$ cat src/sffw_defs.vh
`ifndef SFFW_DEFS_VH
`define SFFW_DEFS_VH

// feedback word layout
`define SFFW_WORD_W 32
`define SFFW_POS_W 25
`define SFFW_POS_LSB 0
`define SFFW_POS_MSB 24
`define SFFW_BIT_LIFE 31
`define SFFW_BIT_VALID 30
`define SFFW_BIT_CFGF 29
`define SFFW_BIT_GRPF 28
`define SFFW_BIT_AUX 27
`define SFFW_BIT_DN 26
`define SFFW_BIT_UP 25

// register map
`define SFFW_REG_FEEDBACK 4'h0
`define SFFW_ADDR_W 4

// reset values
`define SFFW_WORD_RST 32'h0000_0000
`define SFFW_POS_RST 25'h000_0000

// step count configuration
`define SFFW_STEPS_W 26
`define SFFW_TYPE_W 2
`define SFFW_TYPE_13 2'h0
`define SFFW_TYPE_21 2'h1
`define SFFW_TYPE_25 2'h2
`define SFFW_STEPS_MIN 26'h000_0002
`define SFFW_STEPS_MAX_13 26'h000_2000
`define SFFW_STEPS_MAX_21 26'h020_0000
`define SFFW_STEPS_MAX_25 26'h200_0000

// direction change: half of the 25-bit range decides wrap
`define SFFW_HALF_RANGE 25'h100_0000

`endif

$ cat src/sffw_dir_detect.v
`timescale 1ns/10ps
`include "sffw_defs.vh"

module sffw_dir_detect (
    input wire clk_i,
    input wire sys_rst_i,
    input wire sample_i,
    input wire [`SFFW_POS_W-1:0] pos_i,
    output reg up_o,
    output reg down_o
);

reg [`SFFW_POS_W-1:0] last_pos;
reg have_last;
wire [`SFFW_POS_W-1:0] delta;

// modular difference: a short step backwards through zero is downward
assign delta = pos_i - last_pos;

always @(posedge clk_i) begin
    if (sys_rst_i) begin
        last_pos <= `SFFW_POS_RST;
        have_last <= 1'b0;
        up_o <= 1'b0;
        down_o <= 1'b0;
    end else if (sample_i) begin
        last_pos <= pos_i;
        have_last <= 1'b1;
        if (!have_last || delta == `SFFW_POS_RST) begin
            up_o <= 1'b0;
            down_o <= 1'b0;
        end else if (delta >= `SFFW_HALF_RANGE) begin
            up_o <= 1'b0;
            down_o <= 1'b1;
        end else begin
            up_o <= 1'b1;
            down_o <= 1'b0;
        end
    end
end

endmodule // sffw_dir_detect

$ cat src/sffw_feedback.v
// Overview of operation
// - bit 31 is life toggle or zero
// - bit 30 operation_valid, only when valid
// - valid needs accepted config and running
// - config_fault reported in bit 29
// - fault when step count out of range
// - clear fault on good configuration
// - encoder_group_fault reported in bit 28
// - supply short, bad frame, parity set it
// - clears itself when all causes gone
// - aux input level in bit 27
// - moving_down_flag bit 26, wrap counts
// - moving_up_flag bit 25 on increase
// - position in bits 0 to 24
// - life toggle only in isochronous mode
// - toggle on each acquired sample
// - skipped samples leave toggle unchanged
`timescale 1ns/10ps
`include "sffw_defs.vh"

module sffw_feedback (
    input wire clk_i,
    input wire sys_rst_i,
    // configuration from host
    input wire cfg_load_i,
    input wire [`SFFW_TYPE_W-1:0] cfg_enc_type_i,
    input wire [`SFFW_STEPS_W-1:0] cfg_total_steps_i,
    input wire cfg_life_en_i,
    input wire iso_mode_i,
    input wire running_i,
    // acquisition from the frame receiver
    input wire sample_i,
    input wire [`SFFW_POS_W-1:0] pos_i,
    input wire frame_err_i,
    input wire parity_err_i,
    input wire supply_short_i,
    input wire aux_digital_input_i,
    // register read port
    input wire rd_i,
    input wire [`SFFW_ADDR_W-1:0] addr_i,
    output reg [`SFFW_WORD_W-1:0] rdata_o,
    output wire [`SFFW_WORD_W-1:0] fast_feedback_word_o
);

localparam ST_UNCONF = 2'b00;
localparam ST_BAD = 2'b01;
localparam ST_GOOD = 2'b10;

reg [1:0] state;
reg [1:0] next_state;
reg [`SFFW_WORD_W-1:0] fast_feedback_word;
reg life_toggle;
reg [`SFFW_POS_W-1:0] pos_hold;
wire config_fault;
wire operation_valid;
wire encoder_group_fault;
wire moving_up_flag;
wire moving_down_flag;
wire cfg_ok;
wire [`SFFW_WORD_W-1:0] next_word;

function steps_in_range;
    input [`SFFW_TYPE_W-1:0] enc_type;
    input [`SFFW_STEPS_W-1:0] steps;
    reg [`SFFW_STEPS_W-1:0] max_steps;
    begin
        case (enc_type)
            `SFFW_TYPE_13: max_steps = `SFFW_STEPS_MAX_13;
            `SFFW_TYPE_21: max_steps = `SFFW_STEPS_MAX_21;
            `SFFW_TYPE_25: max_steps = `SFFW_STEPS_MAX_25;
            default: max_steps = `SFFW_STEPS_MIN;
        endcase
        steps_in_range = (steps >= `SFFW_STEPS_MIN) && (steps <= max_steps);
    end
endfunction

assign cfg_ok = steps_in_range(cfg_enc_type_i, cfg_total_steps_i);

// config checker: each load decides good or bad afresh
always @* begin
    next_state = state;
    case (state)
        ST_UNCONF, ST_BAD, ST_GOOD: begin
            if (cfg_load_i) begin
                if (cfg_ok) begin
                    next_state = ST_GOOD;
                end else begin
                    next_state = ST_BAD;
                end
            end
        end
        default: next_state = ST_UNCONF;
    endcase
end

always @(posedge clk_i) begin
    if (sys_rst_i) begin
        state <= ST_UNCONF;
    end else begin
        state <= next_state;
    end
end

assign config_fault = (state == ST_BAD);
assign operation_valid = (state == ST_GOOD) && running_i;
// level-qualified, no acknowledge in fast mode
assign encoder_group_fault = supply_short_i | frame_err_i | parity_err_i;

sffw_dir_detect u_dir (
    .clk_i(clk_i),
    .sys_rst_i(sys_rst_i),
    .sample_i(sample_i),
    .pos_i(pos_i),
    .up_o(moving_up_flag),
    .down_o(moving_down_flag)
);

// direction flags land one edge after sample, so word refreshes a cycle later
always @(posedge clk_i) begin
    if (sys_rst_i) begin
        pos_hold <= `SFFW_POS_RST;
        life_toggle <= 1'b0;
    end else begin
        if (sample_i) begin
            pos_hold <= pos_i;
        end
        if (!(cfg_life_en_i && iso_mode_i)) begin
            life_toggle <= 1'b0;
        end else if (sample_i) begin
            life_toggle <= ~life_toggle;
        end
    end
end

assign next_word = {
    life_toggle & cfg_life_en_i & iso_mode_i,
    operation_valid,
    config_fault,
    encoder_group_fault,
    aux_digital_input_i,
    moving_down_flag,
    moving_up_flag,
    pos_hold
};

// flags follow every cycle except while a fresh sample is in flight,
// so position and direction never come from different acquisitions
always @(posedge clk_i) begin
    if (sys_rst_i) begin
        fast_feedback_word <= `SFFW_WORD_RST;
    end else if (!sample_i) begin
        fast_feedback_word <= next_word;
    end
end

assign fast_feedback_word_o = fast_feedback_word;

always @(posedge clk_i) begin
    if (sys_rst_i) begin
        rdata_o <= `SFFW_WORD_RST;
    end else if (rd_i) begin
        if (addr_i == `SFFW_REG_FEEDBACK) begin
            rdata_o <= fast_feedback_word;
        end else begin
            rdata_o <= `SFFW_WORD_RST;
        end
    end
end

endmodule // sffw_feedback

$ cat config.mk
export PLATFORM = sky130hd
export DESIGN_NAME = sffw_feedback
export DESIGN_NICKNAME = d
export VERILOG_FILES = /design/src/sffw_dir_detect.v /design/src/sffw_feedback.v
export VERILOG_INCLUDE_DIRS = /design/src
export SDC_FILE = /design/constraint.sdc
export NUM_CORES = 1
export LEC_CHECK = 0
export ABC_AREA = 1
export BUFFER_PORTS_ARGS = -buffer_cell sky130_fd_sc_hd__buf_2
export CAP_MARGIN = 20
export CORE_UTILIZATION = 59
export DETAILED_ROUTE_END_ITERATION = 8
export PLACE_DENSITY_LB_ADDON = 0.3
export SETUP_SLACK_MARGIN = 0.5
export SLEW_MARGIN = 20
export SYNTH_ARGS = -nofsm -noshare
export SYNTH_HDL_FRONTEND = slang
export SYNTH_SLANG_ARGS = --single-unit
export TNS_END_PERCENT = 20
$ cat constraint.sdc
create_clock -name clk_i -period 4.1 [get_ports clk_i]
set_input_delay 0.41 -clock clk_i [delete_from_list [all_inputs] [get_ports clk_i]]
set_output_delay 0.41 -clock clk_i [all_outputs]
set_load 0.005 [all_outputs]
==> results of run 1 <==
cell usage in the layout (no fill, tap or decap), types with 6 or more instances in the layout:
master	synthesis	layout
clkbuf_8	0	10
a21oi_1	108	108
nor2_1	51	51
buf_2	0	132
nor3_1	6	6
inv_1	150	149
nand4_1	15	15
dfxtp_1	95	95
nand3_1	38	38
nand2_1	312	312
ha_1	28	28
o21ai_0	36	36
logic make-up (layout without fill, tap and decap cells):
group                      Yosys count  after routing  synth area share, %
and+or+nand+nor                    442            442                 32.7
xor gates and xnor gates             4              4                0.631
adders and majority gates           28             28                 6.31
buffers and inverters              179            302                 12.1
AOI/OAI and AO/OA                  151            151                 14.0
DFF                                 95             95                 34.3
worst max-delay path by stage:
stage | start | end | slack, ns
floorplan | pos_i[5] | u_dir.down_o | 2.14
global placement | pos_i[6] | u_dir.down_o | 1.62
detailed placement | pos_i[6] | u_dir.down_o | 1.64
CTS | pos_hold[3] | u_dir.down_o | 1.78
global route | pos_hold[3] | u_dir.down_o | 1.49
finish | pos_hold[6] | u_dir.down_o | 1.76
metal layers:
layer / wire, µm / share of wire [%] / vias to the layer above / track usage [%]
met4: 160 / 1.2 / 0 / 6.89
met1: 6060 / 44 / 2607 / 35.8
met3: 830 / 6.0 / 15 / 5.82
li1: - / - / 3053 / -
met5: 0 / 0 / - / 0
met2: 6750 / 49 / 188 / 49.6
registers in the layout, indices dropped and copies added (netlist names):
signal / cells
fast_feedback_word_o: 32
life_toggle: 1
pos_hold: 25
rdata_o: 32
state: 2
u_dir.down_o: 1
u_dir.have_last: 1
u_dir.up_o: 1
area by class of cell:
class | instances | area share [%]
multi-input combinational | 625 | 45.7
timing repair buffer | 136 | 10.9
clock buffer | 10 | 2.11
inverter | 150 | 8.63
clock inverter | 6 | 1.42
sequential | 95 | 29.2
tap | 111 | 2.13
critical path, cell delays in order, from the launching register on:
cell and delay, ns:
dfxtp_1 0.34, inv_1 0.05, ha_1 0.36, nand2_2 0.11, nor2_1 0.20, nand3_1 0.16, nand2_2 0.15, nand2_1 0.09
nand2_1 0.07, nand2_1 0.04, nand2_1 0.05, nand3_1 0.09, nor2_1 0.11, nand2_1 0.05, nor2_1 0.10, nand2_1 0.08
nand3_1 0.08, a21oi_1 0.06
power by group:
| group | total (mW) | internal [mW] | switching, mW |
|---|---|---|---|
| logic | 0.488 | 0.184 | 0.305 |
| registers | 0.989 | 0.965 | 0.0246 |
| clock network | 0.703 | 0.363 | 0.340 |
| total | 2.18 | 1.51 | 0.669 |
==> metrics.csv, run 1 <==
stage,metric,value,unit
routing,Post-Route WL,13800,µm
hold_path,Hold Path Origin,aux_digital_input_i,
floorplan,Initial Utilization,60.3,%
routing,via/cell ratio,5.17,
logic_synthesis,register area share after synthesis,34.3,%
placement,port bufs,132,
timing,Slew Limit Fails,0,
logic_synthesis,syn avg cell area,6.17,µm²
global_route,GRT overflow,0,
cts,hold-fix buffers at CTS,0,
timing,PnR worst setup slack,1.76,ns
timing,Final min period,2.34,ns
routing,Pre-antenna DRT Iters,5,
routing,Avg WL per Cell,12.2,µm
logic_synthesis,"top cells by count, synth","nand2_1 (312), inv_1 (150), a21oi_1 (108)",
logic_synthesis,Ys Warns,0,
status,run status,completed,
placement,dpl cells,1116,
critical_path,Reg-to-Reg Start,pos_hold[6],
floorplan,Die W,99.0,µm
logic_synthesis,Yosys top cell area share,34.3,%
cts,worst skew pair latency,0.37,ns
hold_path,Hold Path End,fast_feedback_word_o[27],
logic_synthesis,"Top FF cell, synth",dfxtp_1,
timing,Slew @ Worst Pin,0.931,ns
critical_path,Reg2Reg Depth,17,
timing,Slew headroom,37.9,%
timing,Fin. Hold Viols,0,
run,max-cap violations,0,
finish,share of layout cells above drive strength 1,16.2,%
logic_synthesis,"flops & latches, synth",95,
cts,"CTS clk-pin slew, worst paths",0.09,ns
timing,Final Skew,0.0105,ns
finish,fin util,70.9,%
global_route,first-pass GRT wire length,22900,µm
floorplan,Cell Rows,35,
power,total power,2.18,mW
critical_path,crit path DAT,2.56,ns
power,Power Density,334,nW/µm²
cts,Max clock buf depth,2,
timing,TNS Setup,0,ns
logic_synthesis,Post-Synthesis Cells,899,
cts,htree depth,3,
hold_path,Min-Delay Path Class,in -> reg,
critical_path,CP startpoint kind,register,
finish,P&R area growth vs syn,17.6,%
logic_synthesis,Netlist cell types,28,
routing,final antenna-violating net count,0,
floorplan,# IOs,133,
finish,FILL cells,856,
floorplan,Die ar.,9800,µm²
critical_path,Worst Setup End Kind,register,
finish,Final Non-Filler Cells,1133,
logic_synthesis,number of synthesized flops with an enable pin,0,
cts,clock root buffer,clkbuf_8,
critical_path,R2R Setup Slk,1.76,ns
logic_synthesis,post-synth top area cell,dfxtp_1,
logic_synthesis,Post-synth ARST share,0,%
routing,1st-iter DRT viols,315,
placement,Final GP Congestion,1.05,
cts,CTS tree,done,
logic_synthesis,Mapped Area,5550,µm²
floorplan,Core Region,9200,µm²
routing,via count,5863,
power,LEAKAGE,3.45,nW
critical_path,worst-path maximum fanout,5,
finish,# diodes,0,
routing,drc violations,0,
cts,number of post-CTS setup repair buffers,0,
timing,fmax,0.428,GHz
timing,final setup fails,0,
critical_path,required time worst endpoint,4.32,ns
placement,placed inst area,6270,µm²
global_route,largest net degree at the start of global routing,65,
timing,RSZ-0062 raised after global routing,false,
logic_synthesis,"count leader, synth",nand2_1,
critical_path,critical path type,reg -> reg,
cts,CTS buffer count,9,
finish,cell area after layout,6520,µm²
cts,Clock Sinks,95,
finish,FF/Latch Area,1900,µm²
placement,post-DP HPWL,10500,µm
critical_path,r2r endpoint,u_dir.down_o,
global_route,initial antenna violation count,0,
logic_synthesis,Synth area leaders,"dfxtp_1 (34%), nand2_1 (21%), inv_1 (10%)",
hold_path,Worst Hold Path Cells,3,
logic_synthesis,Synth Net Count,996,
power,maximum vdd drop,0.000225,V
finish,multi-input logic area,2980,µm²
global_route,GRT Overall Usage,28.4,%
global_route,vias in the first global route,5155,
finish,fin nets,1114,
cts,number of gates resized after cts,0,
floorplan,Die Span Y,99.0,µm
timing,worst hold slack,0.287,ns
placement,Setup WS pre-CTS,1.64,ns
timing,Tcrit/Tclk final,57.0,%
No activity file was read; power rests on OpenSTA's default activity.
==> run 2: changes to the inputs <==
--- a/config.mk
+++ b/config.mk
@@ -6,10 +6,10 @@
 export SDC_FILE = /design/constraint.sdc
 export NUM_CORES = 1
 export LEC_CHECK = 0
-export ABC_AREA = 1
+export ABC_AREA = 0
 export BUFFER_PORTS_ARGS = -buffer_cell sky130_fd_sc_hd__buf_2
 export CAP_MARGIN = 20
-export CORE_UTILIZATION = 59
+export CORE_UTILIZATION = 48
 export DETAILED_ROUTE_END_ITERATION = 8
 export PLACE_DENSITY_LB_ADDON = 0.3
 export SETUP_SLACK_MARGIN = 0.5
==> constraint.sdc (replaced) <==
create_clock -name clk_i -period 2 [get_ports clk_i]
set_input_delay 0.2 -clock clk_i [delete_from_list [all_inputs] [get_ports clk_i]]
set_output_delay 0.2 -clock clk_i [all_outputs]
set_load 0.005 [all_outputs]
==> run 2 against run 1 <==
The flow now finishes with violations (setup timing). Final cell count is 10% lower. Clock skew grew 0.0095 ns. Worst setup slack lost 2.3 ns. Sequential power is 100% higher. Synthesized area fell by 7.0%. Total power rose by 110%. Register-to-register slack worse by 2.3 ns. Count of clock-buffer cells in the layout decreased by 1. Wire length is 8.6% higher. Global-route usage fell by 1.8 points. Clock power is 96% higher. Via count fell by 8.0%. Critical path type unchanged. Largest cell class unchanged.
==> metrics.csv, run 2 <==
stage,metric,value,unit,change
logic_synthesis,register area share after synthesis,36.8,%,+2.6 points
routing,1st-iter DRT viols,280,,-11%
routing,Avg WL per Cell,14.7,µm,+21%
critical_path,Reg2Reg Depth,10,,-7
power,Comb pwr share,26.6,%,+4.2 points
global_route,vias in the first global route,5164,,+0.17%
timing,PnR worst setup slack,-0.561,ns,-2.32 ns
logic_synthesis,Synth area leaders,"dfxtp_1 (37%), a21oi_1 (11%), ha_1 (6.8%)",,
timing,Fin. Hold Viols,0,,unchanged
floorplan,# IOs,133,,unchanged
timing,worst hold slack,0.0556,ns,-0.232 ns
critical_path,worst-path maximum fanout,5,,unchanged
finish,P&R area growth vs syn,36.6,%,
hold_path,Worst Hold Path Cells,3,,unchanged
floorplan,Die Span Y,106,µm,+6.8%
finish,# diodes,0,,unchanged
critical_path,critical path type,reg -> reg,,
floorplan,Initial Utilization,49.8,%,-11 points
floorplan,Core Region,10400,µm²,+13%
logic_synthesis,Netlist cell types,61,,+120%
routing,drc violations,0,,unchanged
global_route,largest net degree at the start of global routing,96,,+48%
status,failing checks,setup timing,,
finish,FILL cells,896,,+4.7%
global_route,GRT overflow,0,,unchanged
timing,Tcrit/Tclk final,128,%,+71 points
cts,Max clock buf depth,2,,unchanged
timing,Final Skew,0.0200,ns,+0.00946 ns
critical_path,CP startpoint kind,register,,
critical_path,cell family with most CP delay,simple AND/OR/NAND/NOR gates,,
routing,final antenna-violating net count,0,,unchanged
logic_synthesis,Synth Net Count,769,,-23%
hold_path,Min-Delay Path Class,in -> reg,,
timing,fmax,0.390,GHz,-8.8%
logic_synthesis,syn avg cell area,7.68,µm²,+24%
logic_synthesis,Post-synth ARST share,0,%,unchanged
critical_path,Reg-to-Reg Start,pos_hold[11],,
hold_path,Hold Path End,fast_feedback_word_o[27],,
finish,share of layout cells above drive strength 1,34.4,%,+18 points
cts,worst skew pair latency,0.38,ns,about the same
finish,"commonest non-fill, non-tap cell in the layout",buf_2,,
placement,Setup WS pre-CTS,-0.627,ns,-2.27 ns
floorplan,Die W,106,µm,+6.8%
finish,fin nets,974,,-13%
floorplan,Die ar.,11200,µm²,+14%
floorplan,Cell Rows,37,,+5.7%
status,run status,"complete, but fails checks",,
power,Seq pwr share,43.3,%,-2.1 points
timing,RSZ-0062 raised after global routing,true,,
logic_synthesis,"Top FF cell, synth",dfxtp_1,,
routing,Pre-antenna DRT Iters,5,,unchanged
cts,"CTS clk-pin slew, worst paths",0.12,ns,+0.03 ns
logic_synthesis,post-synth top area cell,dfxtp_1,,
power,Sw Share,31.3,%,+0.67 points
cts,clock root buffer,clkbuf_8,,
global_route,first-pass GRT wire length,23900,µm,+4.6%
critical_path,slowest cell on the critical path,or4_4,,
placement,port bufs,132,,unchanged
timing,Slew Limit Fails,0,,unchanged
power,switching pwr,1.44,mW,+110%
routing,via/cell ratio,5.30,,+2.4%
critical_path,crit path DAT,2.82,ns,+0.26 ns
power,P_int,3.15,mW,+110%
logic_synthesis,"flops & latches, synth",95,,unchanged
logic_synthesis,"top cells by count, synth","a21oi_1 (115), dfxtp_1 (95), nand2_1 (74)",,
critical_path,Crit path buffers/inverters,1,,unchanged
cts,CTS buffer count,9,,unchanged
critical_path,critical path depth,10,,-7
cts,htree depth,3,,unchanged
finish,"commonest non-fill, non-tap cells in the layout","buf_2 (132), a21oi_1 (108), buf_4 (100)",,
logic_synthesis,Ys Warns,0,,unchanged
critical_path,r2r endpoint,u_dir.up_o,,
critical_path,"Critical Path, Cell by Cell",inv_2 > ha_4 > a211o_1 > a21oi_2 > nand3_2 > o21ai_2 > mux2i_1 > or4_4 > nor4b_4 > a31oi_1,,
logic_synthesis,Post-Synthesis Cells,672,,-25%
timing,Slew @ Worst Pin,0.928,ns,-0.00348 ns
placement,Final GP Congestion,0.886,,-15%
power,Power Density,650,nW/µm²,+95%
critical_path,R2R Setup Slk,-0.56,ns,-2.32 ns
cts,Clock Sinks,95,,unchanged
run,max-cap violations,0,,unchanged
logic_synthesis,Yosys top cell area share,36.8,%,+2.6 points
logic_synthesis,"count leader, synth",a21oi_1,,
timing,final setup fails,2,,+2
power,clock group share of total power,30.1,%,-2.1 points
timing,Final min period,2.56,ns,+0.225 ns
logic_synthesis,Mapped Area,5160,µm²,-7.0%
cts,CTS tree,done,,
routing,Post-Route WL,15000,µm,+8.6%
critical_path,Crit path largest cell delay,0.53,ns,+0.17 ns
hold_path,Hold Path Origin,aux_digital_input_i,,
global_route,GRT Overall Usage,26.7,%,-1.8 points
critical_path,Worst Setup End Kind,register,,
power,LEAKAGE,3.13,nW,-9.4%
placement,post-DP HPWL,11100,µm,+5.9%
global_route,initial antenna violation count,0,,unchanged
finish,fin util,68.0,%,-3.0 points
timing,Slew headroom,38.1,%,+0.23 points
routing,via count,5396,,-8.0%
critical_path,required time worst endpoint,2.26,ns,-2.06 ns
power,maximum vdd drop,0.000475,V,+110%
logic_synthesis,number of synthesized flops with an enable pin,0,,unchanged
-- run 2: area by class of cell --
cell class,count,area (µm²),area share [%]
inverter,33,124,1.76
clock inverter,7,90.1,1.28
clock buffer,9,124,1.76
timing repair buffer,232,1410,20.0
multi-input combinational,506,3220,45.6
tap,136,170,2.41
sequential,95,1910,27.1
-- run 2: per-stage QoR --
step	power (mW)	cells	setup TNS [ns]	area, µm²
floorplan	2.64	672	-0.636	5200
global placement	3.10	995	-0.892	6570
detailed placement	3.12	995	-1.02	6570
CTS	4.54	1016	-0.921	6910
global route	4.81	1018	-1.17	7050
finish	4.58	1018	-0.936	7050
-- run 2: per-layer routing --
layer | GRT usage [%] | part of all wire [%] | wire, µm
met5 | 0 | 0 | 0
met4 | 8.93 | 1.9 | 285
met3 | 4.58 | 4.5 | 674
met1 | 33.8 | 45 | 6730
met2 | 45.6 | 49 | 7310
-- run 2: kinds of logic after synthesis --
| group | count (synthesis) | synth area share [%] |
|---|---|---|
| AOI/OAI and AO/OA | 185 | 21.0 |
| xor gates and xnor gates | 9 | 1.53 |
| adders and majority gates | 28 | 6.79 |
| buffers and inverters | 71 | 5.33 |
| DFF | 95 | 36.8 |
| muxes | 8 | 1.55 |
| and+or+nand+nor | 276 | 26.9 |
-- run 2: worst max-delay path by stage --
stage	end	startpoint	slack, ns
after floorplan	u_dir.up_o	pos_hold[6]	-0.45
after global placement	u_dir.up_o	pos_hold[1]	-0.57
after detailed placement	u_dir.up_o	pos_hold[1]	-0.63
after CTS	u_dir.up_o	pos_hold[11]	-0.55
after global routing	u_dir.up_o	pos_hold[14]	-0.66
final	u_dir.up_o	pos_hold[11]	-0.56
-- run 2: timing repair --
| action | in CTS | in global routing |
|---|---|---|
| setup endpoints to repair | 2 | 4 |
| buffers inserted | 5 | 2 |
| hold endpoints to repair | 0 | 0 |
| gates resized for setup | 18 | 27 |
| hold buffers | 0 | 0 |
| pin swaps | 17 | 14 |
-- run 2: worst register-to-register path: stages, from the launching register on --
cell and delay [ns]:
dfxtp_2 0.36, inv_2 0.05, ha_4 0.23, a211o_1 0.33, a21oi_2 0.24, nand3_2 0.13
o21ai_2 0.17, mux2i_1 0.09, or4_4 0.53, nor4b_4 0.22, a31oi_1 0.11
-- run 2: power by group through the flow --
stage | sequential [mW] | combinational (mW) | clock [mW]
finish | 1.99 | 1.22 | 1.38
floorplan | 2.02 | 0.618 | 0
global route | 1.99 | 1.33 | 1.49
global placement | 2.02 | 1.08 | 0
detailed placement | 2.03 | 1.10 | 0
CTS | 1.98 | 1.15 | 1.40
